File: src/msl_pkg.sv
// package: register map, field layout, reset values and carrier types
package msl_pkg;
    // printed offsets are register indices; byte address is four times this
    localparam logic [15:0] IDX_MODEM_CTRL = 16'h2271;
    localparam logic [15:0] IDX_TX_CTRL    = 16'h2272;
    localparam logic [1:0]  ADDR_PAD       = 2'h0;
    localparam logic [13:0] ADDR_TOP       = 14'h0000;

    // modem_state_control layout
    localparam int BIT_TX_LOCK = 7;
    localparam int BIT_MD_LOCK = 4;
    localparam int MD_VAL_LSB  = 0;
    localparam int MD_VAL_W    = 4;

    // tx_state_control layout
    localparam int TX_VAL_LSB  = 0;
    localparam int TX_VAL_W    = 3;
    localparam int BIT_MD_UPD  = 4;

    // reset values
    localparam logic                RST_TX_LOCK = 1'b1;
    localparam logic                RST_MD_LOCK = 1'b1;
    localparam logic                RST_MD_UPD  = 1'b1;
    localparam logic [MD_VAL_W-1:0] RST_MD_REC  = 4'h0;
    localparam logic [TX_VAL_W-1:0] RST_TX_VAL  = 3'h0;

    localparam logic [1:0] HTRANS_NONSEQ = 2'h2;
    localparam logic [1:0] HTRANS_SEQ    = 2'h3;
    localparam logic       HRESP_OKAY    = 1'b0;

    // modem state codes
    typedef enum logic [3:0] {
        STATE_IDLE      = 4'h0,
        STATE_DC_CAL    = 4'h1,
        STATE_WAIT_ON   = 4'h2,
        STATE_WAIT_LOCK = 4'h3,
        STATE_READY     = 4'h4,
        STATE_TX_CAL    = 4'h5,
        STATE_TX_PACKET = 4'h6,
        STATE_RX_CAL    = 4'h7,
        STATE_RX_ON     = 4'h8,
        STATE_RX_PACKET = 4'h9
    } msl_mstate_t;

    // software-side control handed to the force logic
    typedef struct packed {
        logic                tx_state_lock;
        logic                modem_state_lock;
        logic                modem_state_update;
        logic [MD_VAL_W-1:0] modem_state_rec;
        logic [TX_VAL_W-1:0] tx_state_value;
    } msl_ctrl_t;

    // force commands toward the modem state machine
    typedef struct packed {
        logic                md_force;
        logic [MD_VAL_W-1:0] md_state;
        logic                tx_force;
        logic [TX_VAL_W-1:0] tx_state;
    } msl_force_t;

    // bus slave state
    typedef struct packed {
        msl_ctrl_t   ctrl;
        logic        wr_md;
        logic        wr_tx;
        logic [31:0] rdata;
    } msl_regs_t;
endpackage

File: src/msl_top.sv
// modem state lock register bank on ahb-lite with force outputs
//
// The AHB-Lite slave port is this design's own decision.
`timescale 1ns/10ps
`default_nettype none
module msl_top (
    // clock and reset
    input  wire logic        hclk,
    input  wire logic        hresetn,
    // ahb-lite slave
    input  wire logic        hsel,
    input  wire logic [31:0] haddr,
    input  wire logic [1:0]  htrans,
    input  wire logic        hwrite,
    input  wire logic [2:0]  hsize,
    input  wire logic        hready,
    input  wire logic [31:0] hwdata,
    output logic [31:0]      hrdata,
    output logic             hreadyout,
    output logic             hresp,
    // modem state machine
    input  wire msl_pkg::msl_mstate_t modem_state_live,
    output var  msl_pkg::msl_force_t  modem_force
);
    localparam logic [31:0] ADDR_MD = {msl_pkg::ADDR_TOP,
        msl_pkg::IDX_MODEM_CTRL, msl_pkg::ADDR_PAD};
    localparam logic [31:0] ADDR_TX = {msl_pkg::ADDR_TOP,
        msl_pkg::IDX_TX_CTRL, msl_pkg::ADDR_PAD};

    msl_pkg::msl_regs_t st_r;
    msl_pkg::msl_regs_t st_nxt;

    logic                        access;
    logic                        hit_md;
    logic                        hit_tx;
    msl_pkg::msl_ctrl_t          ctrl_new;
    logic [7:0]                  md_read;
    logic [7:0]                  tx_read;

    // a transfer is taken only when the previous one has finished
    assign access = hsel & hready & (htrans == msl_pkg::HTRANS_NONSEQ |
                                     htrans == msl_pkg::HTRANS_SEQ);
    assign hit_md = haddr == ADDR_MD;
    assign hit_tx = haddr == ADDR_TX;

    always_comb begin
        ctrl_new = st_r.ctrl;
        // data phase of a write: update bits from hwdata
        if (st_r.wr_md) begin
            ctrl_new.tx_state_lock    = hwdata[msl_pkg::BIT_TX_LOCK];
            ctrl_new.modem_state_lock = hwdata[msl_pkg::BIT_MD_LOCK];
            // the write lands in the recorded copy only, never the live state
            ctrl_new.modem_state_rec  =
                hwdata[msl_pkg::MD_VAL_LSB +: msl_pkg::MD_VAL_W];
        end
        if (st_r.wr_tx) begin
            ctrl_new.tx_state_value =
                hwdata[msl_pkg::TX_VAL_LSB +: msl_pkg::TX_VAL_W];
            ctrl_new.modem_state_update = hwdata[msl_pkg::BIT_MD_UPD];
        end
    end

    always_comb begin
        md_read = 8'h00;
        md_read[msl_pkg::BIT_TX_LOCK] = ctrl_new.tx_state_lock;
        md_read[msl_pkg::BIT_MD_LOCK] = ctrl_new.modem_state_lock;
        // live state, which may differ from what was recorded
        md_read[msl_pkg::MD_VAL_LSB +: msl_pkg::MD_VAL_W] =
            modem_state_live;
        tx_read = 8'h00;
        tx_read[msl_pkg::TX_VAL_LSB +: msl_pkg::TX_VAL_W] =
            ctrl_new.tx_state_value;
        tx_read[msl_pkg::BIT_MD_UPD] = ctrl_new.modem_state_update;
    end

    always_comb begin
        st_nxt       = st_r;
        st_nxt.ctrl  = ctrl_new;
        st_nxt.wr_md = access & hwrite & hit_md;
        st_nxt.wr_tx = access & hwrite & hit_tx;
        // read data is captured at the address phase; unmapped reads zero
        if (access & ~hwrite) begin
            if (hit_md) begin
                st_nxt.rdata = {24'h000000, md_read};
            end else if (hit_tx) begin
                st_nxt.rdata = {24'h000000, tx_read};
            end else begin
                st_nxt.rdata = 32'h00000000;
            end
        end
    end

    always_ff @(posedge hclk or negedge hresetn) begin
        if (!hresetn) begin
            st_r <= '0;
            st_r.ctrl.tx_state_lock      <= msl_pkg::RST_TX_LOCK;
            st_r.ctrl.modem_state_lock   <= msl_pkg::RST_MD_LOCK;
            st_r.ctrl.modem_state_update <= msl_pkg::RST_MD_UPD;
            st_r.ctrl.modem_state_rec    <= msl_pkg::RST_MD_REC;
            st_r.ctrl.tx_state_value     <= msl_pkg::RST_TX_VAL;
        end else begin
            st_r <= st_nxt;
        end
    end

    // zero wait states: every transfer completes in its first data cycle
    assign hreadyout = 1'b1;
    assign hresp     = msl_pkg::HRESP_OKAY;
    assign hrdata    = st_r.rdata;

    msl_force u_force (
        .hclk    (hclk),
        .hresetn (hresetn),
        .ctrl    (st_r.ctrl),
        .force_cmd (modem_force)
    );
endmodule // msl_top
`default_nettype wire

File: src/msl_force.sv
// force logic: turns lock and update bits into registered force commands
`timescale 1ns/10ps
`default_nettype none
module msl_force (
    // clock and reset
    input  wire logic            hclk,
    input  wire logic            hresetn,
    // from register bank
    input  wire msl_pkg::msl_ctrl_t ctrl,
    // to modem state machine
    output var  msl_pkg::msl_force_t force_cmd
);
    msl_pkg::msl_force_t st_r;
    msl_pkg::msl_force_t st_nxt;

    always_comb begin
        st_nxt = st_r;
        // a cleared lock or update bit drives the recorded state in
        st_nxt.md_force = ~ctrl.modem_state_lock |
                          ~ctrl.modem_state_update;
        st_nxt.md_state = ctrl.modem_state_rec;
        st_nxt.tx_force = ~ctrl.tx_state_lock;
        st_nxt.tx_state = ctrl.tx_state_value;
    end

    always_ff @(posedge hclk or negedge hresetn) begin
        if (!hresetn) begin
            st_r <= '0;
        end else begin
            st_r <= st_nxt;
        end
    end

    assign force_cmd = st_r;
endmodule // msl_force
`default_nettype wire

File: config.mk
export PLATFORM = sky130hd
export DESIGN_NAME = msl_top
export DESIGN_NICKNAME = d
export VERILOG_FILES = /design/src/msl_pkg.sv /design/src/msl_top.sv /design/src/msl_force.sv
export SDC_FILE = /design/constraint.sdc
export NUM_CORES = 1
export LEC_CHECK = 0
export ABC_AREA = 1
export BUFFER_PORTS_ARGS = -buffer_cell sky130_fd_sc_hd__buf_4
export CAP_MARGIN = 20
export CORE_MARGIN = 2
export CORE_UTILIZATION = 25
export CTS_CLUSTER_SIZE = 10
export DETAILED_ROUTE_END_ITERATION = 8
export SYNTH_ARGS = -nofsm -noshare
export SYNTH_HDL_FRONTEND = slang
export SYNTH_SLANG_ARGS = --single-unit
File: constraint.sdc
create_clock -name hclk -period 2.6 [get_ports hclk]
set_clock_uncertainty 0.2 [all_clocks]
set_input_delay 0.52 -clock hclk [delete_from_list [all_inputs] [get_ports hclk]]
set_output_delay 0.52 -clock hclk [all_outputs]
set_load 0.02 [all_outputs]
Word-level counts from Yosys, hierarchy flattened
Cells that the tools add are included.
- register bits: 53
- bits of input ports: 78
- output and inout bits: 43
- eq/ne operators: 4
- multiplexer cells: 5
- bitwise operators: 12
- operators by type and width (operator ; number):
    32-bit by 16-bit == test with 1-bit output, second input constant ; 2
    8-bit 2-to-1 mux ; 1
    1-bit AND ; 6
    5-bit 2-to-1 mux ; 1
    2-bit == test, second input constant ; 2
    1-bit NOT ; 4
    3-bit 2-to-1 mux ; 1
    2-bit 2-to-1 mux ; 1
    1-bit OR ; 2
    1-bit 2-to-1 mux ; 1

Longest topological paths before layout
Gate-level depths: netlist (run 1).
- depth after elaboration: 5
- mapped depth: 9

By module
A second synthesis (run 1) with hierarchy kept.
- cells, all modules: 167
- area total of the unflattened synthesis: 1451.4 µm²
- by module, submodules not included (module ; instances ; cells each ; area an instance (µm²) ; seq. area each (µm²)):
    msl_top ; 1 ; 156 ; 1218.7 ; 454.2
    msl_force ; 1 ; 11 ; 232.7 ; 225.2

Least setup slack after synthesis (run 1)
Ideal clock, no wire load.
- path type: input -> register
- start: input port haddr[27]
- end: register st_r (netlist bit hrdata[0])
- setup time: 0.065 ns
- data arrival time: 1.194 ns
- data required time: 2.335 ns
- slack: 1.141 ns
- cell stages on the path: 8
- path buffers: 0
- path through: nor2_1 and2_2 nand2_1 nor2_4 nand3_1 nand2_1 nand2_1 nand2_1
- longest elaborated chain between the ends: 3
- elaborated cells on any way between the ends: 4
- RTL lines (item ; RTL line ; RTL):
    start: declaration ; msl_top.sv:12 ; input wire logic [31:0] haddr,
    32-bit by 16-bit == test with 1-bit output ; msl_top.sv:44 ; assign hit_tx = haddr == ADDR_TX;
    5-bit 2-to-1 mux ; msl_top.sv:85 ; end else if (hit_tx) begin
    8-bit 2-to-1 mux (*) ; msl_top.sv:83 ; if (hit_md) begin
    end signal: assignment ; msl_top.sv:102 ; st_r <= st_nxt;
    end: declaration ; msl_top.sv:30 ; msl_pkg::msl_regs_t st_r;
Mark *: on every way between the ends. The rest lies on a longest branch, timed or not.
A chain may end at the register's enable or synchronous reset.

Worst setup path after layout (run 1)
- start: register st_r (netlist bit hrdata[1])
- end: output port hrdata[1]
- RTL lines (item ; RTL line ; RTL):
    end: declaration ; msl_top.sv:18 ; output logic [31:0] hrdata,
No word-level cell between the ends.

==> results by group, run 1 <==
Worst setup path
  – CP max stage delay: 400 ps
  – Worst R2R Start: st_r[33]
  – Crit path cell chain: buf_4
  – Slowest library cell on the worst path: dfrtp_1
  – CP Launch Type: register
  – Required time of the critical path: 1880 ps
  – Worst reg2reg endpoint: hrdata[4]
  – Kind of critical path: reg -> out
  – CP Max Fanout: 2
  – Crit path capture type: output port
  – Reg2reg path depth: 5
  – Crit path DAT: 830 ps
  – CP delay by family, top: flip-flops
  – R2R Setup Slk: 1180 ps
  – Critical path buffer and inverter count: 1

Layout
  – N_diodes: 0
  – Sequential cell area: 679.4 µm²
  – Share of cells above drive strength 1: 36.73%
  – Area of the multi-input gates: 521.8 µm²
  – Non-Filler Instances: 298
  – Layout overhead on the synthesized area: 30.91%
  – Final #Nets: 305
  – # fillers: 584

Floorplan
  – I/O pins: 121
  – Die Y-Extent: 80.03 µm
  – Row cnt: 27
  – Die ar.: 6405 µm²
  – Core ar.: 5540 µm²
  – Die span in x: 80.03 µm
  – Starting Density: 26.08%

Global route
  – Largest net degree at the start of global routing: 28
  – Vias in the first global route: 1,048
  – Remaining Overflow, GRT: 0
  – Initial antenna violation count: 0
  – Gr usage total: 8.422%
  – First-pass GRT wire length: 4.229 mm

Logic synthesis
  – Synth area leader: dfrtp_1
  – Sequential-to-total area share from yosys stat: 47.01%
  – Adder-cell area share of the yosys netlist: 0%
  – Compound-gate portion of the synthesized area: 1.039%
  – Post-synthesis xor/xnor area fraction: 0%
  – Most numerous cell in the Yosys netlist: nand2_1
  – Synth async-reset ratio: 100.0%
  – Most instantiated cells after synthesis: nand2_1 (42), buf_4 (35), dfrtp_1 (24), inv_1 (21), nor2_1 (14)
  – EDFF count, synth: 0
  – Synth cell types: 15
  – Synth Instances: 168
  – Yosys reg bits: 27
  – Predominant post-synthesis flop cell: dfrtp_1
  – Synth area leaders: dfrtp_1 (42%), buf_4 (18%), nand2_1 (11%)
  – Avg Cell Area, Syn: 8.602 µm²
  – Synth Area in Simple Gates: 20.78%
  – Main combinational cell family by area after synthesis: buffers and inverters
  – Mapped cell area: 1445 µm²
  – Top cell type's share of synthesized area: 41.56%
  – Synth warn: 0
  – Post-synthesis mux area share: 7.013%

CTS
  – Inserted Clock Buffers: 3
  – # resized after CTS: 0
  – CTS clk-pin slew, worst paths: 90 ps
  – Clk sinks: 27
  – Setup Fix Bufs, Post-CTS: 0
  – Skew-Pair Late Insertion Delay: 270 ps
  – TritonCTS clock tree: built
  – Htree depth: 1
  – Clk root buf: clkbuf_8
  – CTS Buffer Depth: 2

Min path
  – WHS Path Cells: 0
  – Worst Hold End: u_force.force_cmd[6]
  – Hold path start: st_r[39]
  – Hold crit path type: reg -> reg

Detailed routing
  – Final ANT Viol Nets: 0
  – # DRC: 0
  – DR WL/cell: 8.433 µm
  – Vias: 1,123
  – DRT iter0 DRCs: 55
  – Drt via density: 3.768
  – Total Wirelength: 2.513 mm
  – Pre-Repair DR Iteration Count: 4

STA
  – Min Clock Period, post-route: 1551 ps
  – Final slew viol count: 0
  – Fin. Hold Viols: 0
  – Final setup TNS: 0 ps
  – Final setup viols: 0
  – Fmax: 644.9 MHz
  – Period utilisation layout: 59.64%
  – RSZ-0062 raised after global routing: no

Placement
  – Port bufs: 62
  – GP Congestion: 0.6911
  – Placed Instances: 293
  – DPL Wire Length: 2.149 mm

Status
  – Status: completed

Job
  – MaxCap Viol Count: 0

Power
  – LEAKAGE: 1.078 nW
  – Pwr per Cell Area: 405.3 nW/µm²
  – Maximum VDD drop: 0.0001388 V
[where the power goes]
part,total (mW),leakage (nW),internal [mW],switching [mW]
Combinational,0.116,0.691,0.0519,0.0636
Clock,0.232,0.0255,0.107,0.124
Sequential,0.420,0.361,0.420,0.000000000147
Total,0.767,1.08,0.579,0.188
[area by class of cell]
class / count / share of cell area (%)
Multi-Input combinational cell: 111 / 27.58
Timing Repair Buffer: 63 / 25.13
Clock buffer: 3 / 2.183
Inverter: 21 / 4.167
Tap cell: 72 / 4.762
Clock inverter: 1 / 0.2646
Sequential cell: 27 / 35.91
[flip-flops by register name, summed over array words and instances (netlist names)]
name,cells
st_r,12
u_force.force_cmd,9
hrdata,6
[cell usage in the layout, fill, tap and decap left out]
cell type	n
nor2_2	2
inv_1	21
o21ai_1	2
conb_1	28
and2_2	2
buf_4	62
clkbuf_8	3
mux2_2	9
dfrtp_1	24
nand4_1	1
nor2_1	14
clkinv_2	1
nand3_1	9
nand2_1	42
nor2_4	1
dlygate4sd3_1	1
o21ai_0	1
dfstp_2	3
[what timing repair did]
item                                   4_1_cts  5_1_grt
endpoints found under the hold margin       24        0
setup endpoints to repair                    0        0
hold buffers                                 1        0
[routing by layer]
layer,track usage (%),wire length (µm)
met1,8.735,935
met3,1.810,376
met2,15.50,1131
met5,0,0
met4,4.746,70
[per-stage QoR]
step                worst slack, ps  power (mW)  hold WS, ps  utilization (%)  area (µm²)
global placement              826.8      0.5424        154.4            33.13        1836
finish                         1049      0.7668        176.7            34.15        1892
floorplan                      1141      0.5105        24.41                -        1543
global route                   1020      0.8063        185.1            34.15        1892
detailed placement            824.3      0.5429        158.9            33.13        1836
CTS                            1031      0.7760        179.1            34.15        1892
[logic make-up (layout without fill, tap and decap cells)]
kind of cell | Yosys count | after routing
flip-flops | 27 | 27
AND/OR/NAND/NOR | 71 | 71
other | 2 | 28
buffers and inverters | 56 | 88
AO/OA/AOI/OAI | 3 | 3
multiplexers | 9 | 9
[worst max path at each step]
stage	start	depth (start not counted)	endpoint
after floorplan	haddr[27]	8	hrdata[0]
after global placement	haddr[16]	10	hrdata[0]
after detailed placement	haddr[16]	10	hrdata[0]
after CTS	hrdata[1]	1	hrdata[1]
after global routing	hrdata[2]	1	hrdata[2]
final	hrdata[1]	1	hrdata[1]
No activity file was read; power rests on OpenSTA's default activity.
==> run 2, diff against run 1 <==
--- a/config.mk
+++ b/config.mk
@@ -5,7 +5,7 @@
 export SDC_FILE = /design/constraint.sdc
 export NUM_CORES = 1
 export LEC_CHECK = 0
-export ABC_AREA = 1
+export ABC_AREA = 0
 export BUFFER_PORTS_ARGS = -buffer_cell sky130_fd_sc_hd__buf_4
 export CAP_MARGIN = 20
 export CORE_MARGIN = 2
==> constraint.sdc (replaced) <==
create_clock -name hclk -period 1.3 [get_ports hclk]
set_clock_uncertainty 0.2 [all_clocks]
set_input_delay 0.26 -clock hclk [delete_from_list [all_inputs] [get_ports hclk]]
set_output_delay 0.26 -clock hclk [all_outputs]
set_load 0.02 [all_outputs]
==> run 2 against run 1 <==
Against the previous run: final area up 1.7%; first-iteration DRC count decreased by 5.5%; the run now ends with negative setup slack left; sequential share of layout area down 0.52 points; hold slack got worse by 150 ps; cell count shrank 16%; non-clock buffer count up 12; combinational power up 110%; register-to-register slack lost 1300 ps; wire length up 13%; via count fell by 16%; synthesized cell count fell by 33%; area after synthesis shrank 8.7%.
==> results by group, run 2 <==
Global route
  – First-pass GRT wire length: 4.374 mm
  – Initial antenna violation count: 0
  – Largest net degree at the start of global routing: 28
  – Remaining Overflow, GRT: 0
  – Vias in the first global route: 907
  – Gr usage total: 9.502%

Worst setup path
  – CP Launch Type: primary input
  – Crit path capture type: register
  – CP Max Fanout: 8
  – Reg2reg path depth: 3
  – Worst R2R Start: st_r[32]
  – R2R Setup Slk: -140 ps
  – Required time of the critical path: 1290 ps
  – Crit path DAT: 1470 ps
  – Worst reg2reg endpoint: hrdata[1]
  – Kind of critical path: in -> reg

CTS
  – TritonCTS clock tree: built
  – CTS clk-pin slew, worst paths: 90 ps
  – Inserted Clock Buffers: 3
  – Skew-Pair Late Insertion Delay: 280 ps
  – Clk root buf: clkbuf_8
  – Htree depth: 1
  – Clk sinks: 27
  – CTS Buffer Depth: 2

STA
  – Fmax: 676.6 MHz
  – Final setup viols: 8
  – Fin. Hold Viols: 0
  – Final setup margin: -178.0 ps
  – Final slew viol count: 0
  – Min Clock Period, post-route: 1478 ps
  – Period utilisation layout: 113.7%
  – RSZ-0062 raised after global routing: yes

Logic synthesis
  – Most instantiated cells after synthesis: buf_4 (34), dfrtp_1 (24), nand2_1 (10), mux2_2 (9), o31ai_1 (6)
  – Sequential-to-total area share from yosys stat: 51.47%
  – Most numerous cell in the Yosys netlist: buf_4
  – Top cell type's share of synthesized area: 45.50%
  – Synth Instances: 112
  – EDFF count, synth: 0
  – Yosys reg bits: 27
  – Avg Cell Area, Syn: 11.79 µm²
  – Predominant post-synthesis flop cell: dfrtp_1
  – Synth area leader: dfrtp_1
  – Synth cell types: 22
  – Synth async-reset ratio: 100.0%
  – Synth area leaders: dfrtp_1 (45%), buf_4 (19%), mux2_2 (7.7%)
  – Synth warn: 0
  – Mapped cell area: 1320 µm²

Detailed routing
  – Total Wirelength: 2.828 mm
  – Pre-Repair DR Iteration Count: 3
  – DRT iter0 DRCs: 52
  – DR WL/cell: 11.27 µm
  – Final ANT Viol Nets: 0
  – # DRC: 0
  – Drt via density: 3.765
  – Vias: 945

Layout
  – Commonest non-fill, non-tap cell in the layout: buf_4
  – Biggest register: st_r
  – Most frequent cells in the layout: buf_4 (65), conb_1 (28), dfrtp_1 (23)
  – Final core occ: 37.65%
  – Largest register FFs: 12
  – Share of cells above drive strength 1: 55.25%
  – Layout overhead on the synthesized area: 45.69%
  – # fillers: 515
  – Area of the multi-input gates: 506.7 µm²
  – Sequential cell area: 680.7 µm²
  – Post-Layout Inst Area: 1923 µm²
  – N_diodes: 0
  – Final #Nets: 260

Placement
  – GP Congestion: 0.6772
  – DPL Wire Length: 2.216 mm
  – Placed Area: 1768 µm²
  – Port bufs: 62

Floorplan
  – Die ar.: 5878 µm²
  – Die Y-Extent: 76.67 µm
  – Starting Density: 25.85%
  – I/O pins: 121
  – Core ar.: 5107 µm²
  – Row cnt: 26
  – Die span in x: 76.67 µm

Min path
  – Hold crit path type: in -> reg
  – Worst Hold End: st_r[38]
  – WHS Path Cells: 2
  – Hold path start: hwdata[1]

Power
  – Pwr per Cell Area: 814.4 nW/µm²
  – LEAKAGE: 0.9855 nW
  – Maximum VDD drop: 0.0003894 V

Status
  – Failing checks: negative setup slack
  – Status: complete, but fails checks

Job
  – MaxCap Viol Count: 0
-- run 2: cell count changes in the layout (fill, tap and decap cells not counted), moves of 2 or more --
cell      previous run  this run
buf_4               62        65
nor4bb_1             0         2
o31ai_2              0         6
buf_6                0         8
a22oi_1              0         3
nand2_1             42        10
nor3b_1              0         2
nor2_2               2         0
nor4_1               0         3
nor2_1              14         0
and2_2               2         0
nor2b_1              0         2
nand3_1              9         0
inv_1               21         1
-- run 2: worst max-delay path, cell delays in order --
cell and delay, ps:
buf_6 90, or4_4 530, nor3_4 150, nand4_4 210, nor3b_1 230
-- run 2: metal layers --
layer / routed length, µm / global-route usage (%) / vias to the layer above
li1: - / - / 465
met1: 1129 / 11.56 / 430
met2: 1442 / 15.70 / 45
met3: 202 / 2.471 / 5
met4: 55 / 4.364 / 0
met5: 0 / 0 / -
-- run 2: final cells by class --
cell class | count | area share [%]
Clock inverter | 1 | 0.2602
Timing Repair Buffer | 75 | 31.10
Clock buffer | 3 | 2.147
Inverter | 1 | 0.1952
Sequential cell | 27 | 35.39
Multi-Input combinational cell | 74 | 26.35
Tap cell | 70 | 4.554
-- run 2: timing repair --
item | 4_1_cts | 5_1_grt
buffers inserted | 1 | 2
pin swaps | 1 | 2
hold endpoints to repair | 27 | 1
gates resized for setup | 8 | 9
endpoints found under the setup margin | 9 | 15
hold buffers | 1 | 1
-- run 2: power by group --
group / leakage (nW) / total (mW) / internal (mW) / switching (mW)
Combinational: 0.600 / 0.243 / 0.113 / 0.130
Clock: 0.0255 / 0.483 / 0.215 / 0.268
Sequential: 0.360 / 0.840 / 0.840 / 0.000000000295
-- run 2: worst max path at each step --
stage                          from        end  cells after the start
after floorplan           haddr[18]  hrdata[0]                      4
after global placement    haddr[18]  hrdata[1]                      5
after detailed placement  haddr[18]  hrdata[2]                      5
after CTS                 haddr[18]  hrdata[4]                      5
after global routing      haddr[18]   st_r[33]                      5
final                     haddr[18]   st_r[33]                      5
-- run 2: stage by stage --
step,worst slack (ps),hold slack (ps),instances,power [mW],setup TNS [ps]
5_1_grt,-241.4,25.86,251,1.633,-1831
2_1_floorplan,-266.7,-235.6,138,1.013,-2118
3_5_place_dp,-470.7,-9.052,242,1.090,-3574
4_1_cts,-169.5,6.126,248,1.568,-1248
3_3_place_gp,-431.4,-11.86,242,1.087,-3413
6_report,-178.0,26.02,251,1.566,-1318
-- run 2: cell families (layout without fill, tap and decap cells) --
group / Yosys count / in the layout / synth area share (%)
buf+inv: 37 / 80 / 20.19
flops: 27 / 27 / 51.47
simple gates: 26 / 26 / 14.03
compound gates: 11 / 11 / 6.066
mux: 9 / 9 / 7.678
other cells: 2 / 28 / 0.5689
